===== config.mk =====
export PLATFORM = sky130hd
export DESIGN_NAME = rmsc_ctrl
export DESIGN_NICKNAME = d
export VERILOG_FILES = /design/src/verilog/rmsc_pkg.sv /design/src/verilog/rmsc_ctrl.sv
export VERILOG_INCLUDE_DIRS = /design/src /design/src/verilog
export SDC_FILE = /design/constraint.sdc
export NUM_CORES = 1
export LEC_CHECK = 0
export ABC_AREA = 1
export BUFFER_PORTS_ARGS = -buffer_cell sky130_fd_sc_hd__clkbuf_2
export CORE_UTILIZATION = 45
export DETAILED_ROUTE_END_ITERATION = 8
export GPL_ROUTABILITY_DRIVEN = 0
export PLACE_DENSITY = 0.68
export SETUP_SLACK_MARGIN = 0.2
export SYNTH_ARGS = -nofsm -noshare
export SYNTH_HDL_FRONTEND = slang
export SYNTH_SLANG_ARGS = --single-unit

===== constraint.sdc =====
create_clock -name CORE_CLK_I -period 3.2 [get_ports CORE_CLK_I]
set_input_delay 0.32 -clock CORE_CLK_I [delete_from_list [all_inputs] [get_ports CORE_CLK_I]]
set_output_delay 0.32 -clock CORE_CLK_I [all_outputs]
set_load 0.01 [all_outputs]

===== src/verilog/rmsc_params.svh =====
/*
 constants of the re-driver mode and sideband controller: state codes, times, defaults.
 assumes inclusion by bare name from the package and the design file.
*/
`ifndef RMSC_PARAMS_SVH
`define RMSC_PARAMS_SVH
`define RMSC_CLK_MHZ 125
`define RMSC_IRQ_MIN_US 500
`define RMSC_IRQ_MAX_US 1000
`define RMSC_UNPLUG_US 2000
`define RMSC_ST_SHUT 3'h0
`define RMSC_ST_STBY 3'h1
`define RMSC_ST_ACT 3'h2
`define RMSC_ST_D3 3'h3
`define RMSC_ST_ODIS 3'h4
`define RMSC_LANES 4
`define RMSC_ALL_LANES 4'hf
`define RMSC_NO_LANES 4'h0
`define RMSC_SWING_DEF 2'h0
`define RMSC_EMPH_DEF 2'h0
`define RMSC_ZERO16 16'h0000
`define RMSC_ONE16 16'h0001
`endif


===== src/verilog/rmsc_pkg.sv =====
/*
 types of the re-driver mode and sideband controller.
 assumes rmsc_params.svh on the include path.
*/
`include "rmsc_params.svh"
package rmsc_pkg;
   // operating modes
   typedef enum logic [2:0] {
      RMSC_SHUT = `RMSC_ST_SHUT,
      RMSC_STBY = `RMSC_ST_STBY,
      RMSC_ACT = `RMSC_ST_ACT,
      RMSC_D3 = `RMSC_ST_D3,
      RMSC_ODIS = `RMSC_ST_ODIS
   } rmsc_mode_t;
   // sideband switch states
   typedef struct packed {
      logic sink_aux_on;
      logic source_aux_on;
      logic ddc_on;
      logic aux_monitor_on;
   } rmsc_sideband_t;
   // local test overrides
   typedef struct packed {
      logic force_detect;
      logic presence_value;
      logic adapter_value;
   } rmsc_override_t;
endpackage


===== src/verilog/rmsc_ctrl.sv =====
/*
 operating-mode state machine and sideband control of a four-lane re-driver.
 assumes all inputs synchronous to CORE_CLK_I; aux command decode, activity
 monitor and configuration checks are done outside and arrive as levels/pulses.
*/
// Overview of operation
// - enable and chip reset high: leave shutdown
// - standby to active on sink presence high
// - active to deep power-down on aux entry, port sinks only
// - deep power-down exit on aux or adapter
// - long presence low falls back to standby
// - enable or chip reset low: shutdown now
// - inactive video stream squelches to output disable
// - active video again returns to active
// - invalid config forces output disable until fixed
// - chip reset low: defaults, lanes off
// - lanes stay off until config programmed
// - presence output shows detected sink
// - adapter detect selects port or tmds mode
// - short presence pulses pass through, stay active
// - tmds: no training, default swing until written
// - tmds enables all four lanes
// - override ignores detect inputs, drives programmed values
// - presence low: all sideband paths off
// - default sideband routing per sink type
// - forbidden 101h/103h value disables outputs
// - enable low keeps config; only reset clears
`timescale 1ns/1ps
`include "rmsc_params.svh"
module rmsc_ctrl #(
   parameter int UNPLUG_CYCLES = `RMSC_UNPLUG_US * `RMSC_CLK_MHZ,
   parameter int IRQ_MAX_CYCLES = `RMSC_IRQ_MAX_US * `RMSC_CLK_MHZ
) (
   input wire logic CORE_CLK_I,
   input wire logic RST_I,
   input wire logic ENABLE_I,
   input wire logic CHIP_RESET_LOW_I,
   input wire logic SINK_PRESENCE_IN_I,
   input wire logic CABLE_ADAPTER_DETECT_IN_I,
   input wire logic DEEP_POWER_DOWN_ENTRY_I,
   input wire logic DEEP_POWER_DOWN_EXIT_I,
   input wire logic STREAM_ACTIVE_I,
   input wire logic CONFIG_INVALID_I,
   input wire logic CONFIG_WRITE_I,
   input wire logic TRAINING_DONE_I,
   input wire logic [`RMSC_LANES-1:0] TRAINED_LANES_I,
   input wire logic ALT_SIDEBAND_I,
   input wire logic ALT_JOIN_I,
   input wire rmsc_pkg::rmsc_override_t OVERRIDE_I,
   input wire logic SWING_WRITE_I,
   input wire logic [1:0] SWING_I,
   input wire logic [1:0] EMPHASIS_I,
   output rmsc_pkg::rmsc_mode_t MODE_O,
   output logic PRESENCE_TO_SOURCE_O,
   output logic CABLE_ADAPTER_TO_SOURCE_O,
   output rmsc_pkg::rmsc_sideband_t SIDEBAND_O,
   output logic [`RMSC_LANES-1:0] LANE_EN_O,
   output logic TRAINING_EN_O,
   output logic CONFIG_CLEAR_O,
   output logic [1:0] SWING_O,
   output logic [1:0] EMPHASIS_O
);
   import rmsc_pkg::*;

   // counter width follows the timeout, so the full-length default fits at any clock rate
   localparam int CNT_W = $clog2(UNPLUG_CYCLES + 1);

   // an unplug wait no longer than an interrupt pulse would drop the sink on every request
   if (UNPLUG_CYCLES <= IRQ_MAX_CYCLES || IRQ_MAX_CYCLES < 1) begin : bad_timeout
      $error("unplug timeout must exceed the interrupt pulse");
   end

   rmsc_mode_t mode; // current mode
   rmsc_mode_t next_mode; // mode after this edge
   logic [CNT_W-1:0] low_count; // cycles presence has stayed low
   logic unplugged; // presence low for at least the timeout
   logic programmed; // config set since chip reset released
   logic run; // enable and chip reset both high
   logic presence; // effective presence after override
   logic adapter; // effective adapter detect after override
   logic [CNT_W-1:0] timeout; // timeout count at counter width

   assign run = ENABLE_I && CHIP_RESET_LOW_I;
   // test override replaces the detect inputs
   assign presence = OVERRIDE_I.force_detect ? OVERRIDE_I.presence_value : SINK_PRESENCE_IN_I;
   assign adapter = OVERRIDE_I.force_detect ? OVERRIDE_I.adapter_value : CABLE_ADAPTER_DETECT_IN_I;
   // timeout cut to the counter width, which was sized to hold it
   assign timeout = CNT_W'(UNPLUG_CYCLES);
   // an interrupt pulse is far shorter than this, so it never reads as an unplug
   assign unplugged = low_count >= timeout;

   // low-time counter; saturates so a long unplug never wraps to look short
   always_ff @(posedge CORE_CLK_I or posedge RST_I) begin
      if (RST_I) begin
         low_count <= '0;
      end else if (presence) begin
         // any high sample restarts the count
         low_count <= '0;
      end else if (!unplugged) begin
         low_count <= low_count + CNT_W'(1);
      end
   end

   // mode transitions; shutdown and config error take priority over all else
   always_comb begin
      next_mode = mode;
      unique case (mode)
         RMSC_SHUT: begin
            if (run) next_mode = RMSC_STBY;
         end
         RMSC_STBY: begin
            if (presence) next_mode = RMSC_ACT;
         end
         RMSC_ACT: begin
            if (unplugged) next_mode = RMSC_STBY;
            else if (DEEP_POWER_DOWN_ENTRY_I && !adapter) next_mode = RMSC_D3;
            else if (!STREAM_ACTIVE_I) next_mode = RMSC_ODIS;
         end
         RMSC_D3: begin
            if (unplugged) next_mode = RMSC_STBY;
            else if (DEEP_POWER_DOWN_EXIT_I || adapter) next_mode = RMSC_ACT;
         end
         RMSC_ODIS: begin
            // leave only once config is valid; then pick the mode that applies
            if (!CONFIG_INVALID_I) begin
               if (unplugged) next_mode = RMSC_STBY;
               else if (presence && STREAM_ACTIVE_I) next_mode = RMSC_ACT;
            end
         end
         default: next_mode = RMSC_SHUT;
      endcase
      // config error beats every mode move decided above
      if (CONFIG_INVALID_I) next_mode = RMSC_ODIS;
      // shutdown is applied last so nothing can keep the device running
      if (!run) next_mode = RMSC_SHUT;
   end

   // mode register
   always_ff @(posedge CORE_CLK_I or posedge RST_I) begin
      if (RST_I) begin
         mode <= RMSC_SHUT;
      end else begin
         mode <= next_mode;
      end
   end

   // programmed flag: cleared by chip reset only, not by enable low
   always_ff @(posedge CORE_CLK_I or posedge RST_I) begin
      if (RST_I) begin
         programmed <= 1'b0;
      end else if (!CHIP_RESET_LOW_I) begin
         programmed <= 1'b0;
      end else if (CONFIG_WRITE_I || TRAINING_DONE_I) begin
         programmed <= 1'b1;
      end
   end

   // config default strobe, held while chip reset is low
   always_ff @(posedge CORE_CLK_I or posedge RST_I) begin
      if (RST_I) begin
         CONFIG_CLEAR_O <= 1'b1;
      end else begin
         CONFIG_CLEAR_O <= !CHIP_RESET_LOW_I;
      end
   end

   // mode output
   always_ff @(posedge CORE_CLK_I or posedge RST_I) begin
      if (RST_I) begin
         MODE_O <= RMSC_SHUT;
      end else begin
         MODE_O <= next_mode;
      end
   end

   // presence to source follows presence so interrupt pulses pass straight through
   always_ff @(posedge CORE_CLK_I or posedge RST_I) begin
      if (RST_I) begin
         PRESENCE_TO_SOURCE_O <= 1'b0;
         CABLE_ADAPTER_TO_SOURCE_O <= 1'b0;
      end else begin
         PRESENCE_TO_SOURCE_O <= presence;
         CABLE_ADAPTER_TO_SOURCE_O <= presence && adapter;
      end
   end

   // lanes: on only in active with config programmed; tmds forces all four
   always_ff @(posedge CORE_CLK_I or posedge RST_I) begin
      if (RST_I) begin
         LANE_EN_O <= `RMSC_NO_LANES;
      end else if (!CHIP_RESET_LOW_I || next_mode != RMSC_ACT || !programmed) begin
         LANE_EN_O <= `RMSC_NO_LANES;
      end else if (adapter) begin
         LANE_EN_O <= `RMSC_ALL_LANES;
      end else begin
         LANE_EN_O <= TRAINED_LANES_I;
      end
   end

   // training only in port mode; tmds holds swing defaults unless written
   always_ff @(posedge CORE_CLK_I or posedge RST_I) begin
      if (RST_I) begin
         TRAINING_EN_O <= 1'b0;
         SWING_O <= `RMSC_SWING_DEF;
         EMPHASIS_O <= `RMSC_EMPH_DEF;
      end else begin
         TRAINING_EN_O <= run && presence && !adapter;
         if (!CHIP_RESET_LOW_I) begin
            SWING_O <= `RMSC_SWING_DEF;
            EMPHASIS_O <= `RMSC_EMPH_DEF;
         end else if (SWING_WRITE_I) begin
            SWING_O <= SWING_I;
            EMPHASIS_O <= EMPHASIS_I;
         end
      end
   end

   // sideband switch routing from the presence/adapter/setting table
   always_ff @(posedge CORE_CLK_I or posedge RST_I) begin
      if (RST_I) begin
         SIDEBAND_O <= '0;
      end else if (!presence) begin
         SIDEBAND_O <= '0;
      end else if (!ALT_SIDEBAND_I) begin
         if (!adapter) SIDEBAND_O <= '{1'b1, 1'b1, 1'b0, 1'b1};
         else SIDEBAND_O <= '{1'b1, 1'b0, 1'b1, 1'b0};
      end else begin
         if (!adapter) SIDEBAND_O <= '{1'b0, 1'b1, 1'b0, 1'b1};
         else SIDEBAND_O <= '{1'b1, 1'b1, 1'b0, 1'b0};
      end
   end

   // ALT_JOIN_I reserved for the undocumented alternate sub-setting
   logic alt_join_unused;
   assign alt_join_unused = ALT_JOIN_I;
endmodule


Word-level counts from Yosys, hierarchy flattened

Cells that the tools add are included.

Reduce and logical (&&, ||, !) cells: 14
Divide/modulo/power cells: 0
Multiplexer cells: 27
Equality and inequality tests: 8
Bitwise operators: 0
Magnitude comparators: 1
Shift-type cells: 0
Multipliers: 0
Add/sub/neg operators: 1

Operators by type and width:

| operator                | number |
|---|---|
| $mux W18                | 2 |
| $mux W3                 | 11 |
| $mux W4                 | 5 |
| $add A18 B1 Y18 const B | 1 |
| $ge A18 B18 Y1 const B  | 1 |
| $pmux W3 S5             | 1 |
| $mux W2                 | 4 |
| $eq A3 B2 Y1 const B    | 2 |
| $logic_and A1 B1 Y1     | 6 |
| $ne A2 B1 Y1 const B    | 3 |
| $logic_or A1 B1 Y1      | 4 |
| $mux W1                 | 4 |
| $eq A3 B1 Y1 const B    | 1 |
| $eq A3 B3 Y1 const B    | 1 |
| $logic_not A1 Y1        | 3 |
| $logic_not A3 Y1        | 1 |
| $ne A3 B2 Y1 const B    | 1 |

Memory bits (read-only): 0
Memories: 0
Bits in latches: 0
Input port bits: 26
Output and inout bits: 19
Memory bits (writable): 0
Register bits: 38
Word-level logic and storage cells: 65

Depth between registers and ports, before layout

Gate-level depths: netlist of the first run.

Depth in word-level cells: 12
Mapped depth: 12
Gate-level depth less buffers: 12

Least setup slack after synthesis of the first run

No wires, ideal clock.

Kind: register to register
Start: register low_count[0]
End: register low_count[16]
Path slack: 1.820 ns
Required time: 3.132 ns
Setup time: 0.068 ns
Cell stages (with the launch flop): 9
Period minus slack after synthesis: 1.380 ns
Data arrival time: 1.312 ns
Path buffers: 0
Path through: dfrtp_1 ha_1 nand2_1 nor2_2 nand2_1 nor3b_1 or2_2 nand3_1 nand2_1

Word-level cells in the longest chain between the ends: 3
Elaborated cells on any way between the ends: 5
Those cells by class: 1 x add/sub; 1 x order compare; 1 x eq/ne; 2 x mux

Ends and longest elaborated chain:

| what                     | RTL line         | source |
|---|---|---|
| start: declaration       | rmsc_ctrl.sv:75  | `logic [CNT_W-1:0] low_count;` |
| start signal: assignment | rmsc_ctrl.sv:100 | `low_count <= low_count + CNT_W'(1);` |
| $add A18 B1 Y18          | rmsc_ctrl.sv:100 |  |
| $mux W18                 | rmsc_ctrl.sv:99  | `end else if (!unplugged) begin` |
| $mux W18                 | rmsc_ctrl.sv:96  | `end else if (presence) begin` |

Parallel ways exist; a longest one is shown, timed or not. The select of a mux whose other input is x is not followed.
A chain may end at the register's enable or synchronous reset.

Worst setup path in the final report of the first run

Start: register low_count[13]
End: register low_count[9]

Word-level cells in the longest chain between the ends: 2

Ends and longest elaborated chain:

| what                          | RTL line        | source |
|---|---|---|
| $ge A18 B18 Y1                | rmsc_ctrl.sv:90 | `assign unplugged = low_count >= timeout;` |
| $ne A2 B1 Y1 (no source line) | -               |  |

Every way passes these cells.

==> results of run 1 <==
==> registers in the layout, summed over array words and instances (netlist names) <==
register,flops
MODE_O,3
PRESENCE_TO_SOURCE_O,1
CABLE_ADAPTER_TO_SOURCE_O,1
LANE_EN_O,4
SIDEBAND_O,4
SWING_O,2
CONFIG_CLEAR_O,1
low_count,18
EMPHASIS_O,2
TRAINING_EN_O,1
programmed,1
==> per-layer routing <==
| layer | wire length [um] | GRT usage | vias up |
|---|---|---|---|
| li1 | - | - | 937 |
| met1 | 2000 | 0.261 | 820 |
| met2 | 2000 | 0.303 | 34 |
| met3 | 210 | 0.0497 | 4 |
| met4 | 21 | 0.0385 | 0 |
| met5 | 0 | 0 | - |
==> cells in the mapped netlist, drive strengths merged <==
library cell / n
and2: 1
nor3: 9
buf: 2
nor3b: 1
nor4: 2
xor2: 4
nand3: 23
dfrtp: 37
ha: 2
or2: 4
and3: 1
nand2: 69
nor2: 36
a21oi: 13
nand4: 5
inv: 40
dfstp: 1
nand3b: 1
o21ai: 12
o31ai: 2
clkbuf: 2
==> power by group <==
group	switching, mW	internal (mW)
clock network	0.159	0.174
registers	0.00969	0.496
logic	0.0641	0.0363
total	0.233	0.706
==> area by class of cell <==
| class | count | share of cell area |
|---|---|---|
| sequential | 38 | 0.401 |
| multi-input combinational | 185 | 0.376 |
| timing repair buffer | 44 | 0.0938 |
| inverter | 40 | 0.0632 |
| clock buffer | 7 | 0.0364 |
| tap | 52 | 0.0274 |
| clock inverter | 1 | 0.00211 |
==> kinds of logic (layout without fill, tap and decap cells) <==
logic type	Yosys count	count (layout)	share of synthesized area
and+or+nand+nor	152	152	0.342
buffers and inverters	44	92	0.0889
AOI/OAI and AO/OA	27	27	0.0692
adders and majority gates	2	2	0.0124
xor gates and xnor gates	4	4	0.0173
DFF	38	38	0.470
==> critical path, stage by stage, from the launching register on <==
cell and delay (ns):
dfrtp_1 0.49, nor2_1 0.09, nor3_2 0.19, nand2_2 0.22, inv_2 0.19, nand2_1 0.18, nand2_1 0.13, nand2_1 0.05
==> stage by stage <==
stage	util	area, sq um	std cells	hold slack, ns
detailed placement	0.524	2280	359	0.441
global placement	0.524	2280	359	0.445
CTS	0.545	2370	367	0.134
floorplan	-	2030	267	0.364
global route	0.545	2370	367	0.172
finish	0.545	2370	367	0.120
==> worst max path at each step <==
| stage | start | end | slack, ns | cells past startpoint |
|---|---|---|---|---|
| final | low_count[13]$_DFFE_PP0P_ | low_count[9]$_DFFE_PP0P_ | 1.55 | 7 |
| after global routing | low_count[9]$_DFFE_PP0P_ | low_count[8]$_DFFE_PP0P_ | 1.34 | 9 |
| after CTS | low_count[13]$_DFFE_PP0P_ | low_count[9]$_DFFE_PP0P_ | 1.55 | 7 |
| after detailed placement | OVERRIDE_I[2] | LANE_EN_O[2]$_DFF_PP0_ | 1.43 | 11 |
| after global placement | OVERRIDE_I[2] | LANE_EN_O[1]$_DFF_PP0_ | 1.45 | 11 |
| after floorplan | low_count[0]$_DFFE_PP0P_ | low_count[16]$_DFFE_PP0P_ | 1.82 | 8 |
==> cell usage in the layout, fill, tap and decap left out, types with 2 or more instances in the layout <==
cell      netlist  layout
clkbuf_8        0       6
dfrtp_1        37      37
inv_2           6       6
nand2_1        61      61
clkbuf_2        0      43
xor2_1          4       4
inv_1          34      34
or2_2           3       3
ha_1            2       2
a21oi_1        13      13
o31ai_1         2       2
nand2_2         8       8
o21ai_1         3       3
nor3_2          3       3
nand3_1        23      23
nor3_1          6       6
nand4_1         5       5
nor2_1         33      33
nor2_2          3       3
nor4_1          2       2
o21ai_0         9       9
==> out/qor.txt, run 1 <==
Status: complete, no violations
CP endpoint kind: flip-flop
Root buf cell: clkbuf_8
Wire length per cell: 11.5 um
Gate Count Post-Synth: 267
Initial DRC Count: 78
Min cycle time layout: 1.65 ns
Startpoint types: flip-flop
Yosys reg bits: 38
Die H: 69.1 um
Postcts setup bufs: 0
Pins Over Slew Limit: 0
Grt ovf: 0
Starting Density: 0.465
Worst Path Arrival: 1.83 ns
Worst-path clk slew: 0.07 ns
Crit path required time: 3.37 ns
Power, Total: 939 uW
Worst slew pin tran: 0.476 ns
WL final: 4230 um
Worst r2r src: low_count[13]$_DFFE_PP0P_
GRT Total Usage: 0.190
Row cnt: 24
DRC: 0
Fillers: 434
Hpwl dp: 3130 um
Core area: 4350 sq um
CTS buffer count: 5
Reg area: 952 sq um
Max Fanout on Critical Path: 12
Layout cell share with drive strength beyond 1: 0.238
Crit path kind: reg2reg
Number of setup violations in the final report: 0
Reg2reg path depth: 7
Hold-fix buffers, CTS: 0
Synth area leader: dfrtp_1
CTS Buffer Depth: 2
CTS H-tree lvls: 2
Largest net degree at the start of global routing: 39
First-pass GRT wire length: 7370 um
Flop2flop setup slack: 1.55 ns
Die area: 4770 sq um
Die Wd: 69.1 um
Syn avg cell area: 7.59 sq um
Remaining antenna violation count: 0
Fin crit share: 0.517
Warnings from Yosys: 0
Sequential-to-total area share from yosys stat: 0.470
Vias after detailed routing: 1795
Fin Setup TNS: 0 ns
VDD IR max: 0.000208 V
Final count of hold timing violations: 0
Port buffer count: 43
Hold Crit Class: in2async
Mapped Area: 2030 sq um
RSZ-0062 raised after global routing: false
Peak Freq: 605 MHz
CTS tree: built
Synthesized Nets: 295
Reg2reg end: low_count[9]$_DFFE_PP0P_
Area Growth Syn to Fin: 17.2%
Post-cts repair resize count: 0
Slew HR: 0.683
Max Cap Viol: 0
Layout Nets: 342
Vias in the first global route: 1726
Worst setup margin: 1.55 ns
Distinct cells, synth: 27
Drt via density: 4.89
P_leak: 1.30 nW
Multi-input logic area: 893 sq um
Top cells by area, synth: dfrtp_1 (46%), nand2_1 (11%), inv_1 (6.3%)
# diodes: 0
Skew final: 0.00558 ns
Router iterations before antenna repair: 4
Post-synth top area share: 0.457
Power density over the cells: 396 nW/um^2
Ports: 45
Initial antenna violation count: 0
CTS Sinks: 38
Clock latency on the worst-skew pair: 0.28 ns
Place WS: 1.43 ns
(Power assumes the default switching activity.)
==> run 2, diff against run 1 <==
--- a/config.mk
+++ b/config.mk
@@ -6,12 +6,12 @@
 export SDC_FILE = /design/constraint.sdc
 export NUM_CORES = 1
 export LEC_CHECK = 0
-export ABC_AREA = 1
+export ABC_AREA = 0
 export BUFFER_PORTS_ARGS = -buffer_cell sky130_fd_sc_hd__clkbuf_2
 export CORE_UTILIZATION = 45
 export DETAILED_ROUTE_END_ITERATION = 8
 export GPL_ROUTABILITY_DRIVEN = 0
-export PLACE_DENSITY = 0.68
+export PLACE_DENSITY = 0.72
 export SETUP_SLACK_MARGIN = 0.2
 export SYNTH_ARGS = -nofsm -noshare
 export SYNTH_HDL_FRONTEND = slang
==> constraint.sdc (replaced) <==
create_clock -name CORE_CLK_I -period 1.5 [get_ports CORE_CLK_I]
set_input_delay 0.15 -clock CORE_CLK_I [delete_from_list [all_inputs] [get_ports CORE_CLK_I]]
set_output_delay 0.15 -clock CORE_CLK_I [all_outputs]
set_load 0.01 [all_outputs]
==> out/qor.txt, run 2 <==
Final count of hold timing violations: 0 (unchanged)
Worst slew pin tran: 0.335 ns (-0.140 ns)
Slowest-stage cell, CP: dfrtp_2
Biggest regs: low_count (18), LANE_EN_O (4), SIDEBAND_O (4)
GRT Total Usage: 0.231 (+0.0417)
Drt via density: 5.25 (+7.2%)
DP Area: 2440 sq um (+7.0%)
Die Wd: 66.5 um (-3.7%)
Core area: 4000 sq um (-8.1%)
Post-synth top area share: 0.494 (+0.0369)
First-pass GRT wire length: 7510 um (+2.0%)
Wire length per cell: 14.0 um (+22%)
WL final: 4630 um (+9.3%)
CP endpoint kind: flip-flop
Initial DRC Count: 72 (-7.7%)
Status: finished, violations left
Fin crit share: 1.08 (+0.567)
CP max stage delay: 0.44 ns (-0.05 ns)
Startpoint types: flip-flop
Vias after detailed routing: 1731 (-3.6%)
Violated checks: negative setup slack
Max Fanout on Critical Path: 5 (-7)
VDD IR max: 0.000667 V (+220%)
# diodes: 0 (unchanged)
Max Cap Viol: 0 (unchanged)
Synthesized Nets: 219 (-26%)
Worst-path clk slew: 0.08 ns (about the same)
Max reg flops: 18 (unchanged)
Pins Over Slew Limit: 0 (unchanged)
Root buf cell: clkbuf_8
Worst setup margin: -0.125 ns (-1.67 ns)
Sequential-to-total area share from yosys stat: 0.508 (+0.0380)
Most frequent cell after synthesis: dfrtp_1
Skew final: 0.00845 ns (+0.00287 ns)
CTS Buffer Depth: 2 (unchanged)
Main synth FF type: dfrtp_1
RSZ-0062 raised after global routing: true
Clock latency on the worst-skew pair: 0.29 ns (about the same)
Post-placement cell count: 307 (-14%)
Gate Count Post-Synth: 191 (-28%)
Crit path kind: reg2reg
Min cycle time layout: 1.63 ns (-0.0284 ns)
Row cnt: 23 (-4.2%)
Worst Path Arrival: 1.80 ns (-0.03 ns)
P_leak: 1.32 nW (+1.6%)
Peak Freq: 615 MHz (+1.7%)
Die area: 4430 sq um (-7.3%)
Warnings from Yosys: 0 (unchanged)
Vias in the first global route: 1724 (-0.12%)
Grt ovf: 0 (unchanged)
Yosys reg bits: 38 (unchanged)
Most flop-heavy register: low_count
CTS Sinks: 38 (unchanged)
Mapped Area: 1870 sq um (-7.5%)
Syn avg cell area: 9.81 sq um (+29%)
Synth area leader: dfrtp_1
Port buffer count: 43 (unchanged)
Power, Total: 2.08 mW (+120%)
Most frequent cells in the layout: clkbuf_2 (43), dfrtp_1 (35), buf_4 (35), nor2_1 (31), nand2_1 (10)
Post-synth EDFFs: 0 (unchanged)
Ports: 45 (unchanged)
Largest net degree at the start of global routing: 38 (-2.6%)
CTS buffer count: 5 (unchanged)
Layout cell share with drive strength beyond 1: 0.471 (+0.233)
Top cells by count, synth: dfrtp_1 (37), nor2_1 (33), nand2_1 (12)
Distinct cells, synth: 44 (+63%)
Remaining antenna violation count: 0 (unchanged)
Non-filler cells, final: 330 (-10%)
Hold Crit Class: in2reg
Router iterations before antenna repair: 4 (unchanged)
Starting Density: 0.469 (+0.00333)
Die H: 66.5 um (-3.7%)
Number of setup violations in the final report: 20 (+20)
Layout Nets: 307 (-10%)
Area Growth Syn to Fin: 51.9%
Final Cell Area: 2850 sq um (+20%)
CTS tree: built
Crit path required time: 1.67 ns (-1.70 ns)
Fin Setup TNS: -1.66 ns (-1.66 ns)
Power density over the cells: 729 nW/um^2 (+84%)
DRC: 0 (unchanged)
Slew HR: 0.774 (+0.0912)
Hpwl dp: 3030 um (-3.2%)
Initial antenna violation count: 0 (unchanged)
Top cells by area, synth: dfrtp_1 (49%), nor2_1 (6.6%), xnor2_1 (3.7%)
Commonest non-fill, non-tap cell in the layout: clkbuf_2
CTS H-tree lvls: 2 (unchanged)
Crit path cell chain: o31ai_4 -> buf_6 -> nand3_4 -> a21oi_4 -> xnor2_1 -> nor2_1
FFs w/ async S/R, synth: 1.00 (unchanged)
## run 2: changes by cell type in the layout (fill, tap and decap cells not counted), moves of 5 or more
cell / change
buf_4: +34
nand3_1: -16
nand2_2: -6
inv_1: -26
xnor2_1: +6
nand2_1: -51
a21oi_1: -7
inv_2: -5
o21ai_0: -6
mux2i_1: +6
## run 2: worst max-delay path, delay by kind of cell, from the launching register on
kind / cells / cell delay (ns)
compound gates: 2 / 0.57
flops: 1 / 0.44
simple gates: 2 / 0.20
buf+inv: 1 / 0.16
xor+xnor: 1 / 0.15
## run 2: stage by stage
stage | hold WS (ns) | util | worst slack, ns
2_1_floorplan | 0.223 | - | 0.0153
4_1_cts | 0.0327 | 0.670 | -0.105
5_1_grt | 0.0314 | 0.712 | -0.196
3_3_place_gp | 0.00369 | 0.611 | -0.0928
6_report | 0.0384 | 0.712 | -0.125
3_5_place_dp | 0.00448 | 0.611 | -0.212
## run 2: layout make-up
cell class / count / area, sq um
clock buffers: 7 / 86.3
clock inverters: 1 / 5.00
fillers: 278 / 1150
inverters: 9 / 33.8
multi-input cells: 140 / 1120
flip-flops and latches: 38 / 955
well taps: 50 / 62.6
repair buffers: 85 / 582
## run 2: kinds of logic (layout without fill, tap and decap cells)
kind of cell             after synthesis  in the layout  synth area share
multiplexers                           8              8            0.0454
buffers and inverters                 14            102            0.0287
AO/OA/AOI/OAI                         32             32             0.125
adder cells (fa/ha/maj)                2              2            0.0133
XOR/XNOR                              13             13            0.0607
flip-flops                            38             38             0.508
AND/OR/NAND/NOR                       84             85             0.218
## run 2: worst paths after layout
| path | slack [ns] | cells past startpoint | endpoint | startpoint |
|---|---|---|---|---|
| worst min register to register | 0.50 | 2 | low_count[17]$_DFFE_PP0P_ | low_count[17]$_DFFE_PP0P_ |
| worst max-delay path | -0.13 | 6 | low_count[3]$_DFFE_PP0P_ | low_count[4]$_DFFE_PP0P_ |
| max in group asynchronous | 0.78 | 4 | CONFIG_CLEAR_O$_DFF_PP1_ | RST_I |
| min in group asynchronous | 0.26 | 3 | EMPHASIS_O[0]$_DFFE_PP0P_ | RST_I |
| worst min-delay path | 0.04 | 2 | SIDEBAND_O[1]$_DFF_PP0_ | ALT_SIDEBAND_I |
| worst max register to register | -0.13 | 6 | low_count[3]$_DFFE_PP0P_ | low_count[4]$_DFFE_PP0P_ |
## run 2: per-layer routing
layer | GRT usage | wire length [um] | up-vias
met5 | 0 | 0 | -
met4 | 0.0957 | 78 | 0
met3 | 0.0651 | 224 | 8
met2 | 0.398 | 2420 | 52
met1 | 0.268 | 1900 | 828
li1 | - | - | 843
## run 2: timing repair
action | in CTS | in global routing
resized for setup | 11 | 22
buffers inserted | 7 | 6
gates cloned | 1 | 0
hold buffers | 1 | 0
endpoints found under the hold margin | 37 | 0
setup endpoints to repair | 25 | 25
pin swaps | 10 | 14
## run 2: power breakdown
| part | leakage [nW] | switching [mW] | internal (mW) |
|---|---|---|---|
| logic | 0.763 | 0.151 | 0.118 |
| registers | 0.507 | 0.0237 | 1.06 |
| clock network | 0.0482 | 0.352 | 0.371 |
| total | 1.32 | 0.527 | 1.55 |
